[src/common/oag_pkg.sv]
// Shared types and constants of the operand address generator.
// Assumes a byte-wide core with a 16-bit program and data address space.
package oag_pkg;

  // Address widths
  localparam int ADDR_W = 16;
  localparam int PAGE_LOW_W = 11;

  // Working register select field of the opcode
  localparam int REG_SEL_LSB = 0;
  localparam int REG_SEL_W = 3;

  // Page branch opcode field holding target bits 10:8
  localparam int PAGE_OPC_MSB = 7;
  localparam int PAGE_OPC_LSB = 5;

  // Internal space boundaries
  localparam logic [7:0] UPPER_BASE = 8'h80;
  localparam logic [7:0] BIT_RAM_BASE = 8'h20;
  localparam logic [7:0] BIT_RAM_LAST = 8'h2F;
  localparam logic [2:0] BIT_SFR_LOW = 3'h0;

  // Reset values
  localparam logic [7:0] BYTE_RST = 8'h00;
  localparam logic [15:0] ADDR_RST = 16'h0000;

  // Addressing mode requested by the instruction decoder
  typedef enum logic [3:0] {
    MODE_REG,
    MODE_DIRECT,
    MODE_INDIRECT,
    MODE_IMM8,
    MODE_IMM16,
    MODE_EXT_DIRECT,
    MODE_EXT_INDIRECT,
    MODE_INDEXED_PC,
    MODE_INDEXED_DATA_POINTER_16,
    MODE_RELATIVE,
    MODE_PAGE,
    MODE_LONG,
    MODE_BIT
  } oag_mode_e;

  // Address space reached by a result
  typedef enum logic [2:0] {
    SPACE_NONE,
    SPACE_REG,
    SPACE_DATA,
    SPACE_UPPER,
    SPACE_SFR,
    SPACE_EXT,
    SPACE_CODE,
    SPACE_PC
  } oag_space_e;

  // Request from the instruction decoder
  typedef struct packed {
    oag_mode_e mode;
    logic [7:0] opcode;
    logic [7:0] byte2;
    logic [7:0] byte3;
    logic [7:0] acc;
    logic [15:0] pc_next;
    logic [15:0] data_pointer_16;
    logic [7:0] ptr0;
    logic [7:0] ptr1;
    logic [7:0] cur_byte;
    logic bit_val;
    logic ext_write;
  } oag_req_s;

  // Generated address and data
  typedef struct packed {
    logic valid;
    oag_space_e space;
    logic [15:0] addr;
    logic [7:0] wdata;
    logic wr;
    logic data_pointer_16_load;
    logic [15:0] data_pointer_16_val;
    logic branch;
    logic illegal;
  } oag_res_s;

endpackage : oag_pkg

[src/logic/oag_core.sv]
// Operand and branch address generator of the microcontroller core.
// Assumes the decoder presents one request per cycle with all bytes fetched.
`timescale 1ns/1ps
`default_nettype none
// Function
// - Register mode selects register by opcode low bits
// - Direct byte below 80h RAM, else SPECIAL_FUNCTION_REGISTER_SPACE
// - Indirect via R0/R1, high half upper RAM
// - Immediate byte stored at selected location
// - Sixteen-bit immediate loads the data pointer
// - External direct uses data pointer, read/write accumulator
// - External indirect mode refused, no access made
// - Code read address is accumulator plus base
// - Fetched code byte replaces the accumulator
// - Relative target adds signed offset to PC
// - Page target keeps five PC high bits
// - Long target is the two following bytes
// - Bit update leaves other seven bits alone
// - Bit access only 20h-2Fh and aligned SFRs
module oag_core #(
  parameter int unsigned ADDR_W = 16 // Program and data address width
) (
  input wire logic clk, // Core clock
  input wire logic rst, // Asynchronous reset, active high
  input wire logic req_valid, // Decoder request strobe
  input wire oag_pkg::oag_req_s req, // Decoder request
  input wire logic code_rvalid, // Code memory read data strobe
  input wire logic [7:0] code_rdata, // Code memory read data
  output var oag_pkg::oag_res_s res, // Generated address, one cycle later
  output logic code_pending, // Code table read outstanding
  output logic acc_load, // Accumulator write strobe
  output logic [7:0] acc_val // Value for the accumulator
);

  // Width the logic is built for
  if (ADDR_W != oag_pkg::ADDR_W) begin : g_width_check
    $error("oag_core supports only a 16-bit address width");
  end

  // All state of the block
  typedef struct packed {
    oag_pkg::oag_res_s res;
    logic pending;
    logic acc_load;
    logic [7:0] acc_val;
  } oag_state_s;

  oag_state_s st_ff;
  oag_state_s nxt_st;

  oag_pkg::oag_space_e bit_space;
  logic [7:0] bit_byte;
  logic [7:0] bit_mask;
  logic [7:0] bit_new;
  logic [7:0] ptr;

  // Base plus unsigned accumulator index
  function automatic logic [15:0] oag_index(input logic [15:0] base, input logic [7:0] idx);
    oag_index = base + {8'h00, idx};
  endfunction : oag_index

  // Program counter plus signed offset
  function automatic logic [15:0] oag_rel(input logic [15:0] pc, input logic [7:0] off);
    oag_rel = pc + {{8{off[7]}}, off};
  endfunction : oag_rel

  // Bit address decoding and masked update
  oag_bit_map i_oag_bit_map (
    .bit_addr(req.byte2),
    .cur_byte(req.cur_byte),
    .bit_val(req.bit_val),
    .space(bit_space),
    .byte_addr(bit_byte),
    .mask(bit_mask),
    .new_byte(bit_new)
  );

  // Pointer register selected by opcode bit 0
  assign ptr = req.opcode[0] ? req.ptr1 : req.ptr0;

  // Next-state logic
  always_comb begin
    nxt_st = st_ff;
    nxt_st.res.valid = 1'b0;
    nxt_st.acc_load = 1'b0;
    // Code byte returns to the accumulator
    if (st_ff.pending && code_rvalid) begin
      nxt_st.pending = 1'b0;
      nxt_st.acc_load = 1'b1;
      nxt_st.acc_val = code_rdata;
    end
    if (req_valid) begin
      nxt_st.res = '0;
      nxt_st.res.valid = 1'b1;
      case (req.mode)
        oag_pkg::MODE_REG: begin
          nxt_st.res.space = oag_pkg::SPACE_REG;
          nxt_st.res.addr = {13'h0000,
            req.opcode[oag_pkg::REG_SEL_LSB +: oag_pkg::REG_SEL_W]};
        end
        oag_pkg::MODE_DIRECT: begin
          nxt_st.res.addr = {8'h00, req.byte2};
          if (req.byte2 < oag_pkg::UPPER_BASE) begin
            nxt_st.res.space = oag_pkg::SPACE_DATA;
          end else begin
            nxt_st.res.space = oag_pkg::SPACE_SFR;
          end
        end
        oag_pkg::MODE_INDIRECT: begin
          nxt_st.res.addr = {8'h00, ptr};
          if (ptr < oag_pkg::UPPER_BASE) begin
            nxt_st.res.space = oag_pkg::SPACE_DATA;
          end else begin
            nxt_st.res.space = oag_pkg::SPACE_UPPER;
          end
        end
        oag_pkg::MODE_IMM8: begin
          // Destination address rides in the opcode's register field
          nxt_st.res.space = oag_pkg::SPACE_REG;
          nxt_st.res.addr = {13'h0000,
            req.opcode[oag_pkg::REG_SEL_LSB +: oag_pkg::REG_SEL_W]};
          nxt_st.res.wdata = req.byte2;
          nxt_st.res.wr = 1'b1;
        end
        oag_pkg::MODE_IMM16: begin
          nxt_st.res.data_pointer_16_load = 1'b1;
          nxt_st.res.data_pointer_16_val = {req.byte2, req.byte3};
        end
        oag_pkg::MODE_EXT_DIRECT: begin
          nxt_st.res.space = oag_pkg::SPACE_EXT;
          nxt_st.res.addr = req.data_pointer_16;
          nxt_st.res.wr = req.ext_write;
          nxt_st.res.wdata = req.acc;
        end
        oag_pkg::MODE_EXT_INDIRECT: begin
          // No upper address byte exists, so nothing is accessed
          nxt_st.res.illegal = 1'b1;
        end
        oag_pkg::MODE_INDEXED_PC: begin
          nxt_st.res.space = oag_pkg::SPACE_CODE;
          nxt_st.res.addr = oag_index(req.pc_next, req.acc);
          nxt_st.pending = 1'b1;
        end
        oag_pkg::MODE_INDEXED_DATA_POINTER_16: begin
          nxt_st.res.space = oag_pkg::SPACE_CODE;
          nxt_st.res.addr = oag_index(req.data_pointer_16, req.acc);
          nxt_st.pending = 1'b1;
        end
        oag_pkg::MODE_RELATIVE: begin
          nxt_st.res.space = oag_pkg::SPACE_PC;
          nxt_st.res.branch = 1'b1;
          nxt_st.res.addr = oag_rel(req.pc_next, req.byte2);
        end
        oag_pkg::MODE_PAGE: begin
          nxt_st.res.space = oag_pkg::SPACE_PC;
          nxt_st.res.branch = 1'b1;
          nxt_st.res.addr = {req.pc_next[15:oag_pkg::PAGE_LOW_W],
            req.opcode[oag_pkg::PAGE_OPC_MSB:oag_pkg::PAGE_OPC_LSB], req.byte2};
        end
        oag_pkg::MODE_LONG: begin
          nxt_st.res.space = oag_pkg::SPACE_PC;
          nxt_st.res.branch = 1'b1;
          nxt_st.res.addr = {req.byte2, req.byte3};
        end
        oag_pkg::MODE_BIT: begin
          nxt_st.res.space = bit_space;
          nxt_st.res.addr = {8'h00, bit_byte};
          nxt_st.res.wdata = bit_new;
          nxt_st.res.wr = 1'b1;
        end
        default: begin
          nxt_st.res.illegal = 1'b1;
        end
      endcase
    end
  end

  // State register
  always_ff @(posedge clk or posedge rst) begin
    if (rst) begin
      st_ff <= '0;
    end else begin
      st_ff <= nxt_st;
    end
  end

  // Outputs straight from the state register
  assign res = st_ff.res;
  assign code_pending = st_ff.pending;
  assign acc_load = st_ff.acc_load;
  assign acc_val = st_ff.acc_val;
endmodule : oag_core
`default_nettype wire

[src/logic/oag_bit_map.sv]
// Bit address mapper: bit address to byte address and masked update.
// Assumes the current byte value arrives with the bit address.
`timescale 1ns/1ps
`default_nettype none
module oag_bit_map (
  input wire logic [7:0] bit_addr, // Bit address from the instruction
  input wire logic [7:0] cur_byte, // Present value of the target byte
  input wire logic bit_val, // Value to set (1) or clear (0)
  output var oag_pkg::oag_space_e space, // Space holding the byte
  output logic [7:0] byte_addr, // Byte address of the bit
  output logic [7:0] mask, // One-hot mask of the bit
  output logic [7:0] new_byte // Byte with only that bit changed
);

  // Low half maps onto the bit field in data RAM, high half onto SFRs
  always_comb begin
    mask = 8'h01 << bit_addr[2:0];
    if (bit_addr[7] == 1'b0) begin
      space = oag_pkg::SPACE_DATA;
      byte_addr = oag_pkg::BIT_RAM_BASE + {4'h0, bit_addr[6:3]};
    end else begin
      space = oag_pkg::SPACE_SFR;
      byte_addr = {bit_addr[7:3], oag_pkg::BIT_SFR_LOW};
    end
    // Other seven bits pass unchanged
    new_byte = bit_val ? (cur_byte | mask) : (cur_byte & ~mask);
  end

endmodule : oag_bit_map
`default_nettype wire

[config.mk]
export PLATFORM = sky130hd
export DESIGN_NAME = oag_core
export DESIGN_NICKNAME = d
export VERILOG_FILES = /design/src/common/oag_pkg.sv /design/src/logic/oag_core.sv /design/src/logic/oag_bit_map.sv
export SDC_FILE = /design/constraint.sdc
export NUM_CORES = 1
export LEC_CHECK = 0
export BUFFER_PORTS_ARGS = -buffer_cell sky130_fd_sc_hd__buf_4
export CORE_MARGIN = 2
export CORE_UTILIZATION = 50
export DETAILED_ROUTE_END_ITERATION = 12
export GPL_TIMING_DRIVEN = 1
export HOLD_SLACK_MARGIN = 0.08
export PLACE_DENSITY = 0.8
export REMOVE_ABC_BUFFERS = 1
export SYNTH_ARGS = -nofsm -noshare
export SYNTH_HDL_FRONTEND = slang
export SYNTH_SLANG_ARGS = --single-unit
[constraint.sdc]
create_clock -name clk -period 1.78 [get_ports clk]
set_input_delay 0.089 -clock clk [delete_from_list [all_inputs] [get_ports clk]]
set_output_delay 0.089 -clock clk [all_outputs]
set_load 0.005 [all_outputs]
== Yosys cells after proc, flatten, opt, wreduce, memory -nomap -nowiden ==
Cells that the tools add are included.

* Bitwise gates (word level): 3
* Reduce and logical (&&, ||, !) cells: 6
* Div/mod/pow operators: 0
* Add/subtract/negate cells: 4
* Eq/ne operators: 11
* Multipliers: 0
* Shifts and indexed selects: 1
* Magnitude comparators: 2
* Muxes and demuxes: 14

{| class="wikitable"
|+ Operator list
! operator !! number
|-
| $pmux 19 s10 || 1
|-
| $mux 49 || 1
|-
| $add 16x8->16 || 2
|-
| $pmux 9 s3 || 1
|-
| $mux 8 || 3
|-
| $eq 4x4->1 const B || 5
|-
| $mux 17 || 1
|-
| $add 16x16->16 || 1
|-
| $lt 8x8->1 const B || 2
|-
| $eq 4x3->1 const B || 3
|-
| $reduce_or 12->1 || 1
|-
| $mux 10 || 1
|-
| $and 8x8->8 || 1
|-
| $eq 4x2->1 const B || 2
|-
| $not 8->8 || 1
|-
| $or 8x8->8 || 1
|-
| $shl 1x3->8 const A || 1
|-
| $add 6x4->7 const A || 1
|-
| $mux 3 || 2
|-
| $eq 4x1->1 const B || 1
|-
| $logic_not 4->1 || 1
|-
| $mux 1 || 4
|-
| $reduce_or 2->1 || 2
|-
| $reduce_or 3->1 || 1
|-
| $logic_and 1x1->1 || 1
|}

* Bits of input ports: 106
* Bits in latches: 0
* Memories: 0
* Word-level logic and storage cells: 53
* Memory bits (writable): 0
* Bits in read-only memories: 0
* Output and inout port bits: 58
* Register bits after elaboration: 58

== Depth between registers and ports, before layout ==
Gate-level depths: netlist (run 1).

* Depth after elaboration: 6
* Depth in mapped cells: 12
* Depth with buffers taken out: 11

== Hierarchy ==
Synthesis (run 1) repeated with hierarchy kept, for this count alone.

* Cells, all modules: 541
* Area, all modules: 4807.1 um^2

{| class="wikitable"
|+ By module, submodules not included
! module !! area an instance (um^2) !! cells an instance !! times used !! seq. area each (um^2)
|-
| oag_core || 4544.4 || 512 || 1 || 1451.4
|-
| oag_bit_map || 262.8 || 29 || 1 || 0.0
|}

== Least setup slack after synthesis (run 1) ==
OpenSTA, ideal clock, no wires.

* Path kind: input-to-reg
* Start: input req[92] (netlist name)
* End: register st_ff, in the netlist res[42]
* Arrival: 2.520 ns
* Stages on the path: 12
* Path buffers: 1
* Slack: -0.866 ns
* Setup time: 0.126 ns
* Cells stage by stage: and4bb_2 -> buf_2 -> mux2_2 -> ha_1 -> inv_1 -> fa_1 -> nand2b_1 -> a21oi_1 -> o21ai_1 -> mux2i_1 -> mux2i_1 -> o32a_1

* Cells in the longest elaborated chain, start to end: 3
* Elaborated cells on any way between the ends: 13
* Classes of those cells: 10 x eq/ne; 1 x mux; 2 x reduce/logical

{| class="wikitable"
|+ RTL lines
! element !! line !! RTL
|-
| start: declaration || oag_core.sv:26 || <nowiki>input wire oag_pkg::oag_req_s req,</nowiki>
|-
| $eq 4x2->1 or $logic_not 4->1 (tied branches) || oag_core.sv:95 || <nowiki>case (req.mode)</nowiki>
|-
| $reduce_or 2->1 (no source line) || n/a ||
|-
| $pmux 19 s10 (*) || oag_core.sv:95 ||
|-
| end signal: assignment || oag_core.sv:183 || <nowiki>st_ff <= nxt_st;</nowiki>
|-
| end: declaration || oag_core.sv:48 || <nowiki>oag_state_s st_ff;</nowiki>
|}

Mark *: on every way between the ends. The rest lies on a longest branch, timed or not.
A chain may end at the register's enable or synchronous reset.

== Worst setup path in the final report (run 1) ==
* Start: input req[92] (netlist name)
* End: register st_ff, in the netlist res[38]

Same word-level chain as after synthesis.

==> flow_summary.ini, run 1 <==
[status]
status = finished with violations
violations = setup timing

[die]
core.rowCount = 35
io_pins = 164
start_util_pct = 51.1
dieWidth_um = 101
fp.coreArea_um2 = 9200
die_area_um2 = 10200
die_h_um = 101

[critical_path]
worstPathRequired_ns = 2.01
cp_max_fo = 6
startpoint_type = input port
crit_type = input port to flop
cp.arrival_ns = 2.52
end_kind = flop

[clock_network]
h-tree-depth = 3
numCtsBuffers = 9
clockBufferDepth = 2
clockRootBuffer = clkbuf_8
numClockSinks = 58
cts_tree = built
worstSkewPairLatency_ns = 0.35
clk_pin_slew_worst_paths_ns = 0.06

[routing]
totalWireLength_um = 20400
vias_per_cell = 6.47
vias = 5822
drtIter0Drc = 602
wl_per_cell_um = 22.7
drt-pass1-iter-count = 6
drc = 0
ant_nets = 0

[power_and_ir_drop]
power-per-cell-area_nw_per_um2 = 616
vdd_ir_drop_max_v = 0.000511
leakage_nw = 3.48

[layout]
drive_gt1_share_pct = 45.8
num_antenna_cells = 0
synthToLayoutAreaGrowth_pct = 59.6
final_area_um2 = 7500
fin_nets = 909
post-route-util_pct = 81.6
nFillCells = 592

[timing]
fin_worst_skew_ns = 0.00792
fin_crit_sh_pct = 129
fmax_mhz = 437
fin_tns_setup_ns = -5.60
fin_crit_ns = 2.29
slew_viol_final = 0
fin_ws_ns = -0.508
rsz0062_at_grt = true
tightest_slew_ns = 0.633
slew-limit-headroom_pct = 57.7
setup_violations = 16
final_hold_viol_count = 0

[placement]
hpwl_um = 14500
place_area_um2 = 6670
place_congestion = 0.962
port_buffers = 161

[synthesis]
syn_inst = 524
synth-compound-area-share_pct = 28.6
synth_mux_area_share_pct = 9.85
synth_cell_types = 61
async_flop_share_pct = 100
ys_ff_latch = 58
syn_area_per_cell_um2 = 8.97
syn-cell-area_um2 = 4700
ys_dominant_reg_cell = dfrtp_1
ys.warnings.count = 0
synth_top_family_by_area = compound AO/OA/AOI/OAI gates
synth_xor_area_share_pct = 3.91
synth-adder-area-share_pct = 5.38
ys_seq_area_share_pct = 30.9
synth-simple-area-share_pct = 17.5
synth_edf_count = 0

[job]
maxCapViolations = 0

[global_route]
grt_pass1_vias = 5640
grt_pass1_wl_um = 30000
grt-ovfl-total = 0
grt_max_degree = 33
grt_usage_pct = 38.8
antenna_found_initial = 0

[worst_hold_path]
hold_path.class = input port to flop
## metal layers
| metal | track usage, % | up-vias | part of all wire [%] |
|---|---|---|---|
| met5 | 0 | - | 0 |
| met4 | 17.0 | 0 | 4.6 |
| met3 | 8.18 | 95 | 11 |
| met2 | 62.2 | 417 | 46 |
| met1 | 50.5 | 2758 | 38 |
| li1 | - | 2552 | - |
## Yosys cell counts (all sizes together) (2+ instances only)
library cell | number | area share, %
dfrtp | 58 | 31
o211ai | 8 | 1.3
o2111ai | 2 | 0.37
nor4bb | 2 | 0.43
o311a | 3 | 0.64
and2 | 5 | 0.67
xnor2 | 18 | 3.4
o21bai | 2 | 0.32
buf | 9 | 0.83
nand2 | 35 | 2.8
a21o | 8 | 1.3
a211oi | 11 | 1.8
mux2 | 26 | 6.2
a22o | 19 | 3.5
clkbuf | 26 | 2.1
nand4b | 3 | 0.88
nand2b | 10 | 1.3
or4 | 2 | 0.40
a41oi | 2 | 0.37
o31ai | 4 | 0.64
nor3 | 16 | 1.8
nand3 | 9 | 0.96
a221oi | 5 | 0.93
nand4 | 5 | 0.67
nor2b | 12 | 1.6
inv | 13 | 1.0
o21ai | 26 | 2.8
xor2 | 3 | 0.56
nand3b | 3 | 0.48
a32o | 4 | 0.85
o2bb2ai | 18 | 3.4
and3 | 5 | 0.67
a22oi | 2 | 0.32
mux2i | 17 | 3.6
nor3b | 6 | 0.96
a221o | 5 | 1.1
a31oi | 8 | 1.1
nor2 | 33 | 2.6
o21a | 2 | 0.32
o22ai | 3 | 0.40
a222oi | 13 | 2.8
fa | 2 | 0.85
a21oi | 33 | 3.5
ha | 17 | 4.5
## cell type report
cell class | count | area, µm² | share of cell area (%)
tap | 111 | 139 | 1.85
clock buffer | 9 | 124 | 1.65
timing repair buffer | 284 | 2220 | 29.6
sequential | 58 | 1450 | 19.3
inverter | 13 | 48.8 | 0.650
clock inverter | 7 | 77.6 | 1.03
multi-input combinational | 418 | 3440 | 45.8
## placed cells by master, fill, tap and decap left out, types with 5 or more instances in the layout
cell type / instances
xnor2_1: 14
and2_1: 5
nor2_1: 32
mux2_2: 21
nand3_1: 9
a222oi_1: 13
dlygate4sd3_1: 21
ha_1: 10
a22o_1: 19
mux2i_1: 17
nor3_1: 13
a211oi_2: 7
and3_1: 5
buf_4: 255
o211ai_1: 8
dfrtp_1: 58
inv_1: 11
nor3b_1: 6
a221o_1: 5
mux2_4: 5
o2bb2ai_1: 18
clkbuf_8: 9
nand4_1: 5
o21ai_1: 5
ha_4: 7
buf_6: 7
a21o_1: 7
nor2b_1: 12
a21oi_1: 25
a21oi_4: 5
nand2_1: 32
nand2b_1: 8
a31oi_1: 8
o21ai_0: 17
## logic make-up after synthesis
group / Yosys count
simple gates: 152
xor+xnor: 21
fa+ha+maj: 19
mux: 43
flops: 58
compound gates: 183
buf+inv: 48
## path summary, 6_finish.rpt
path / startpoint / endpoint / slack [ns] / depth (start not counted)
worst max-delay path: req[92] / res[38] / -0.51 / 12
worst min-delay path: req[34] / res[36] / 0.14 / 3
worst max register to register: res[42] / res[42] / 0.33 / 4
worst min register to register: res[1] / res[1] / 0.49 / 1
max in group asynchronous: rst / res[36] / 0.75 / 4
min in group asynchronous: rst / res[13] / 0.38 / 3
## metrics by stage
stage / power, mW / cells / hold slack (ns) / setup slack, ns
floorplan: 2.16 / 489 / 0.120 / -0.798
global placement: 3.00 / 860 / 0.196 / -1.01
detailed placement: 3.04 / 860 / 0.205 / -1.07
CTS: 4.49 / 897 / 0.0865 / -0.391
global route: 4.80 / 900 / 0.126 / -0.551
finish: 4.62 / 900 / 0.143 / -0.508
## worst max-delay path: stages
cell and delay (ns):
buf_4 0.12, and4bb_4 0.42, buf_6 0.15, mux2_4 0.31, ha_4 0.25, a21oi_2 0.18, nand2_2 0.10, buf_4 0.15
o2111ai_2 0.17, o211ai_1 0.17, xnor2_1 0.17, o31ai_1 0.23
## power breakdown
| part | total, mW | switching [mW] | internal (mW) |
|---|---|---|---|
| combinational | 1.81 | 0.861 | 0.949 |
| clock | 1.29 | 0.639 | 0.656 |
| sequential | 1.52 | 0.0786 | 1.44 |
## state kept, by name, indices dropped and copies added (netlist names)
name and cells:
acc_val 8, code_pending 1, acc_load 1, res 48
## timing repair
| action | in CTS | in global routing |
|---|---|---|
| pin swaps | 34 | 23 |
| setup endpoints to repair | 16 | 16 |
| buffers inserted | 2 | 2 |
| hold buffers | 20 | 1 |
| gates cloned | 0 | 0 |
| hold endpoints to repair | 48 | 1 |
| gates resized for setup | 57 | 20 |
No activity file was read; power rests on OpenSTA's default activity.
==> inputs of run 2 (changes only) <==
- CELL_PAD_IN_SITES_DETAIL_PLACEMENT: not set -> 1
- CELL_PAD_IN_SITES_GLOBAL_PLACEMENT: not set -> 1
- CORE_UTILIZATION: 50 -> 37
- CTS_CLUSTER_SIZE: not set -> 12
- PLACE_DENSITY: 0.8 -> not set
- PLACE_DENSITY_LB_ADDON: not set -> 0.1
==> flow_summary.ini, run 2 (synthesized netlist as in run 1, its figures left out) <==
[status]
status = finished with violations
violations = setup timing

[routing]
drc = 0
vias = 5810
drt-pass1-iter-count = 5
wl_per_cell_um = 24.4
ant_nets = 0
drtIter0Drc = 538
vias_per_cell = 5.98
totalWireLength_um = 23700

[placement]
hpwl_um = 16100
port_buffers = 161
dp_worst_setup_slack_ns = -1.11
place_area_um2 = 6800
post-place-cells = 929
place_congestion = 0.894

[layout]
num_antenna_cells = 0
post-route-util_pct = 62.2
layout_commonest_cell = buf_4
fin_cells = 972
nFillCells = 1449
largest_reg_flops = 48
synthToLayoutAreaGrowth_pct = 65.6
fin_nets = 920
final_area_um2 = 7780
drive_gt1_share_pct = 47.5
final_cell_mix = 263 x buf_4, 58 x dfrtp_1, 33 x nand2_1

[worst_hold_path]
min_from = req[87]
hold_depth = 3
hold_path_end = res[36]
hold_path.class = input port to flop

[die]
dieWidth_um = 117
die_area_um2 = 13600
start_util_pct = 37.6
core.rowCount = 41
io_pins = 164
die_h_um = 117
fp.coreArea_um2 = 12500

[critical_path]
end_kind = flop
crit_path_cell_trace = buf_6 -> and4bb_4 -> buf_6 -> mux2_4 -> ha_4 -> buf_6 -> nand2b_4 -> a21oi_4 -> o211ai_1 -> o211ai_1 -> mux2i_1 -> a21oi_1
max_stage_delay_ns = 0.41
ff2ff_path_depth = 4
crit_buf_inv = 3
worstReg2RegEnd = res[37]
r2r-start = res[37]
crit_type = input port to flop
cp_max_fo = 4
critPathSlowestCell = and4bb_4
worst-r2r-setup-slack_ns = 0.30
crit_family = compound AO/OA/AOI/OAI gates
worstPathRequired_ns = 1.99
startpoint_type = input port
crit_start = req[92]
cpMostUsedCell = buf_6
cp.arrival_ns = 2.60

[global_route]
grt_pass1_vias = 6197
grt_max_degree = 42
antenna_found_initial = 0
grt-ovfl-total = 0
grt_pass1_wl_um = 34200
grt_usage_pct = 33.3

[timing]
tightest_slew_ns = 0.622
rsz0062_at_grt = true
fmax_mhz = 418
whs_ns = 0.106
fin_worst_skew_ns = 0.00571
slew_viol_final = 0
final_hold_viol_count = 0
fin_crit_ns = 2.39
fin_tns_setup_ns = -7.05
slew-limit-headroom_pct = 58.4
fin_crit_sh_pct = 134
fin_ws_ns = -0.612
setup_violations = 16

[clock_network]
numCtsBuffers = 9
h-tree-depth = 3
numClockSinks = 58
clockBufferDepth = 2
cts_tree = built
worstSkewPairLatency_ns = 0.34
clockRootBuffer = clkbuf_16
clk_pin_slew_worst_paths_ns = 0.05

[job]
maxCapViolations = 0

[power_and_ir_drop]
power-per-cell-area_nw_per_um2 = 653
power.total_mw = 5.08
leakage_nw = 3.59
vdd_ir_drop_max_v = 0.000389
-- run 2: power breakdown --
part / switching, mW / internal, mW / leakage [nW]
sequential: 0.0831 / 1.44 / 0.773
clock: 0.671 / 0.972 / 0.131
combinational: 0.936 / 0.977 / 2.69
-- run 2: routing by layer --
metal | global-route usage, % | vias to the layer above | wire, µm
li1 | - | 2575 | -
met1 | 40.3 | 2862 | 9630
met2 | 57.8 | 304 | 11800
met3 | 5.45 | 69 | 1410
met4 | 15.2 | 0 | 882
met5 | 0 | - | 0
-- run 2: worst reg2reg max path, delay by kind of cell, from the launching register on --
kind	cells	cell delay (ns)
AO/OA/AOI/OAI	3	0.80
AND/OR/NAND/NOR	1	0.16
flip-flops	1	0.40
-- run 2: how the worst max path moves through the flow --
stage                   end  slack [ns]  cells after the start
floorplan           res[42]       -0.80                     11
global placement    res[43]       -1.00                     11
detailed placement  res[41]       -1.11                     12
CTS                 res[43]       -0.51                     12
global route        res[40]       -0.65                     12
finish              res[40]       -0.61                     12
-- run 2: layout make-up --
cell class | instances | area, µm² | area share, %
repair buffers | 295 | 2320 | 29.8
flip-flops and latches | 58 | 1450 | 18.6
clock buffers | 11 | 243 | 3.12
clock inverters | 5 | 30.0 | 0.386
inverters | 13 | 48.8 | 0.627
well taps | 172 | 215 | 2.77
multi-input cells | 418 | 3480 | 44.7
-- run 2: repair_timing --
item / CTS / global route
hold endpoints to repair: 36 / 0
buffers inserted: 5 / 4
endpoints found under the setup margin: 16 / 16
hold buffers: 20 / 0
cloned: 0 / 0
pin swaps: 48 / 29
resized for setup: 64 / 25
==> inputs of run 3 (changes only) <==
--- a/config.mk
+++ b/config.mk
@@ -7,3 +7,2 @@
 export LEC_CHECK = 0
-export BUFFER_PORTS_ARGS = -buffer_cell sky130_fd_sc_hd__buf_4
 export CELL_PAD_IN_SITES_DETAIL_PLACEMENT = 1
@@ -11,5 +10,6 @@
 export CORE_MARGIN = 2
-export CORE_UTILIZATION = 37
+export CORE_UTILIZATION = 47
 export CTS_CLUSTER_SIZE = 12
 export DETAILED_ROUTE_END_ITERATION = 12
+export DONT_BUFFER_PORTS = 1
 export GPL_TIMING_DRIVEN = 1
==> constraint.sdc (replaced) <==
create_clock -name clk -period 1.78 [get_ports clk]
set_input_delay 0.267 -clock clk [delete_from_list [all_inputs] [get_ports clk]]
set_output_delay 0.267 -clock clk [all_outputs]
set_load 0.005 [all_outputs]
==> flow_summary.ini, run 3 (synthesized netlist as in run 1, its figures left out) <==
[routing]
drt-pass1-iter-count = 5
drc = 0
wl_per_cell_um = 28.4
vias = 5090
drtIter0Drc = 578
totalWireLength_um = 20700
met1_length_um = 7940
wl_met3_um = 1700
met2WireLength_um = 9860
ant_nets = 0
vias_per_cell = 6.97
top_layer = met4

[placement]
dp_worst_setup_slack_ns = -1.05
port_buffers = 0
hpwl_um = 13900
place_congestion = 0.926

[critical_path]
cp.arrival_ns = 2.76
startpoint_type = input port
worstPathRequired_ns = 2.07
ff2ff_path_depth = 4
crit_type = input port to flop
end_kind = flop
cp_max_fo = 24

[clock_network]
clk_pin_slew_worst_paths_ns = 0.09
h-tree-depth = 3
numClockSinks = 58
clockRootBuffer = clkbuf_8
cts_tree = built
numCtsBuffers = 9
worstSkewPairLatency_ns = 0.36
clockBufferDepth = 2

[global_route]
grt_max_degree = 33
grt_pass1_vias = 5288
grt_pass1_wl_um = 30800
grt_usage_pct = 36.7
antenna_found_initial = 1
grt-ovfl-total = 0

[timing]
fmax_mhz = 405
final_hold_viol_count = 0
whs_ns = 0.0852
fin_ws_ns = -0.686
rsz0062_at_grt = true
setup_violations = 16
fin_worst_skew_ns = 0.00516
slew-limit-headroom_pct = 66.2
tightest_slew_ns = 0.506
fin_crit_sh_pct = 139
slew_viol_final = 0
fin_crit_ns = 2.47

[die]
start_util_pct = 48.3
die_h_um = 104
fp.coreArea_um2 = 9730
io_pins = 164
dieWidth_um = 104
core.rowCount = 36
die_area_um2 = 10800

[layout]
drive_gt1_share_pct = 27.3
synthToLayoutAreaGrowth_pct = 29.5
layout_commonest_cell = dfrtp_1
largest_reg_flops = 48
final_cell_mix = 58 x dfrtp_1, 54 x buf_4, 34 x nand2_1
fin_nets = 716
nFillCells = 1087

[status]
violations = setup timing
status = finished with violations

[power_and_ir_drop]
vdd_ir_drop_max_v = 0.000387
leakage_nw = 2.54
power-per-cell-area_nw_per_um2 = 655

[worst_hold_path]
hold_depth = 2
hold_path.class = input port to flop

[job]
maxCapViolations = 0
[run 3: changes by cell type in the layout (fill, tap and decap cells not counted), moves of 4 or more]
cell           before  now
a21oi_4             6    2
dlygate4sd3_1      20   28
buf_4             263   54
a21oi_2             3    8
clkbuf_16           9    0
clkbuf_8            1   11
buf_6              11    7
[run 3: layer usage]
metal  vias to the layer above  GRT usage [%]
li1                       2157              -
met1                      2509           43.8
met2                       335           61.6
met3                        89           8.96
met4                         0           18.7
met5                         -              0
[run 3: worst paths after layout]
path	from	endpoint	slack, ns
max in group asynchronous	rst	res[24]	0.72
setup / recovery	req[92]	res[43]	-0.69
setup reg to reg	res[37]	res[37]	0.33
hold reg to reg	res[1]	res[1]	0.51
hold / removal	req[0]	res[19]	0.09
min in group asynchronous	rst	res[36]	0.38
[run 3: cell type report]
cell class	instances	area, µm²	area share (%)
Antenna cell	1	2.50	0.0411
Clock buffer	12	155	2.55
Clock inverter	4	26.3	0.431
Inverter	13	48.8	0.801
Multi-Input combinational cell	418	3430	56.4
Sequential cell	58	1450	23.8
Tap cell	133	166	2.73
Timing Repair Buffer	91	805	13.2
[run 3: critical path, stage by stage]
cell	delay [ns]
and4bb_4	0.38
buf_6	0.13
mux2_4	0.31
ha_4	0.27
a21oi_1	0.24
o21a_2	0.28
a21oi_4	0.10
buf_4	0.17
a211oi_1	0.25
o21ai_1	0.14
a31oi_1	0.20
[run 3: repair_timing]
item,in CTS,in global routing
gates resized for setup,57,20
pin swaps,34,28
endpoints found under the hold margin,47,0
endpoints found under the setup margin,16,16
buffers inserted,4,4
hold buffers,28,0
[run 3: where the power goes]
group / internal [mW] / switching, mW / total, mW
Sequential: 1.44 / 0.0995 / 1.54
Clock: 0.579 / 0.606 / 1.19
Combinational: 0.631 / 0.633 / 1.26
Total: 2.65 / 1.34 / 3.99
[run 3: stage by stage]
stage	utilization, %	instances	total power, mW	cell area [µm²]	setup TNS [ns]
finish	62.6	730	3.99	6090	-7.18
global route	62.6	730	4.12	6090	-7.87
CTS	61.3	726	3.85	5960	-4.77
detailed placement	53.2	678	2.50	5180	-13.84
global placement	53.2	678	2.46	5180	-12.72
floorplan	-	489	2.16	4560	-14.35
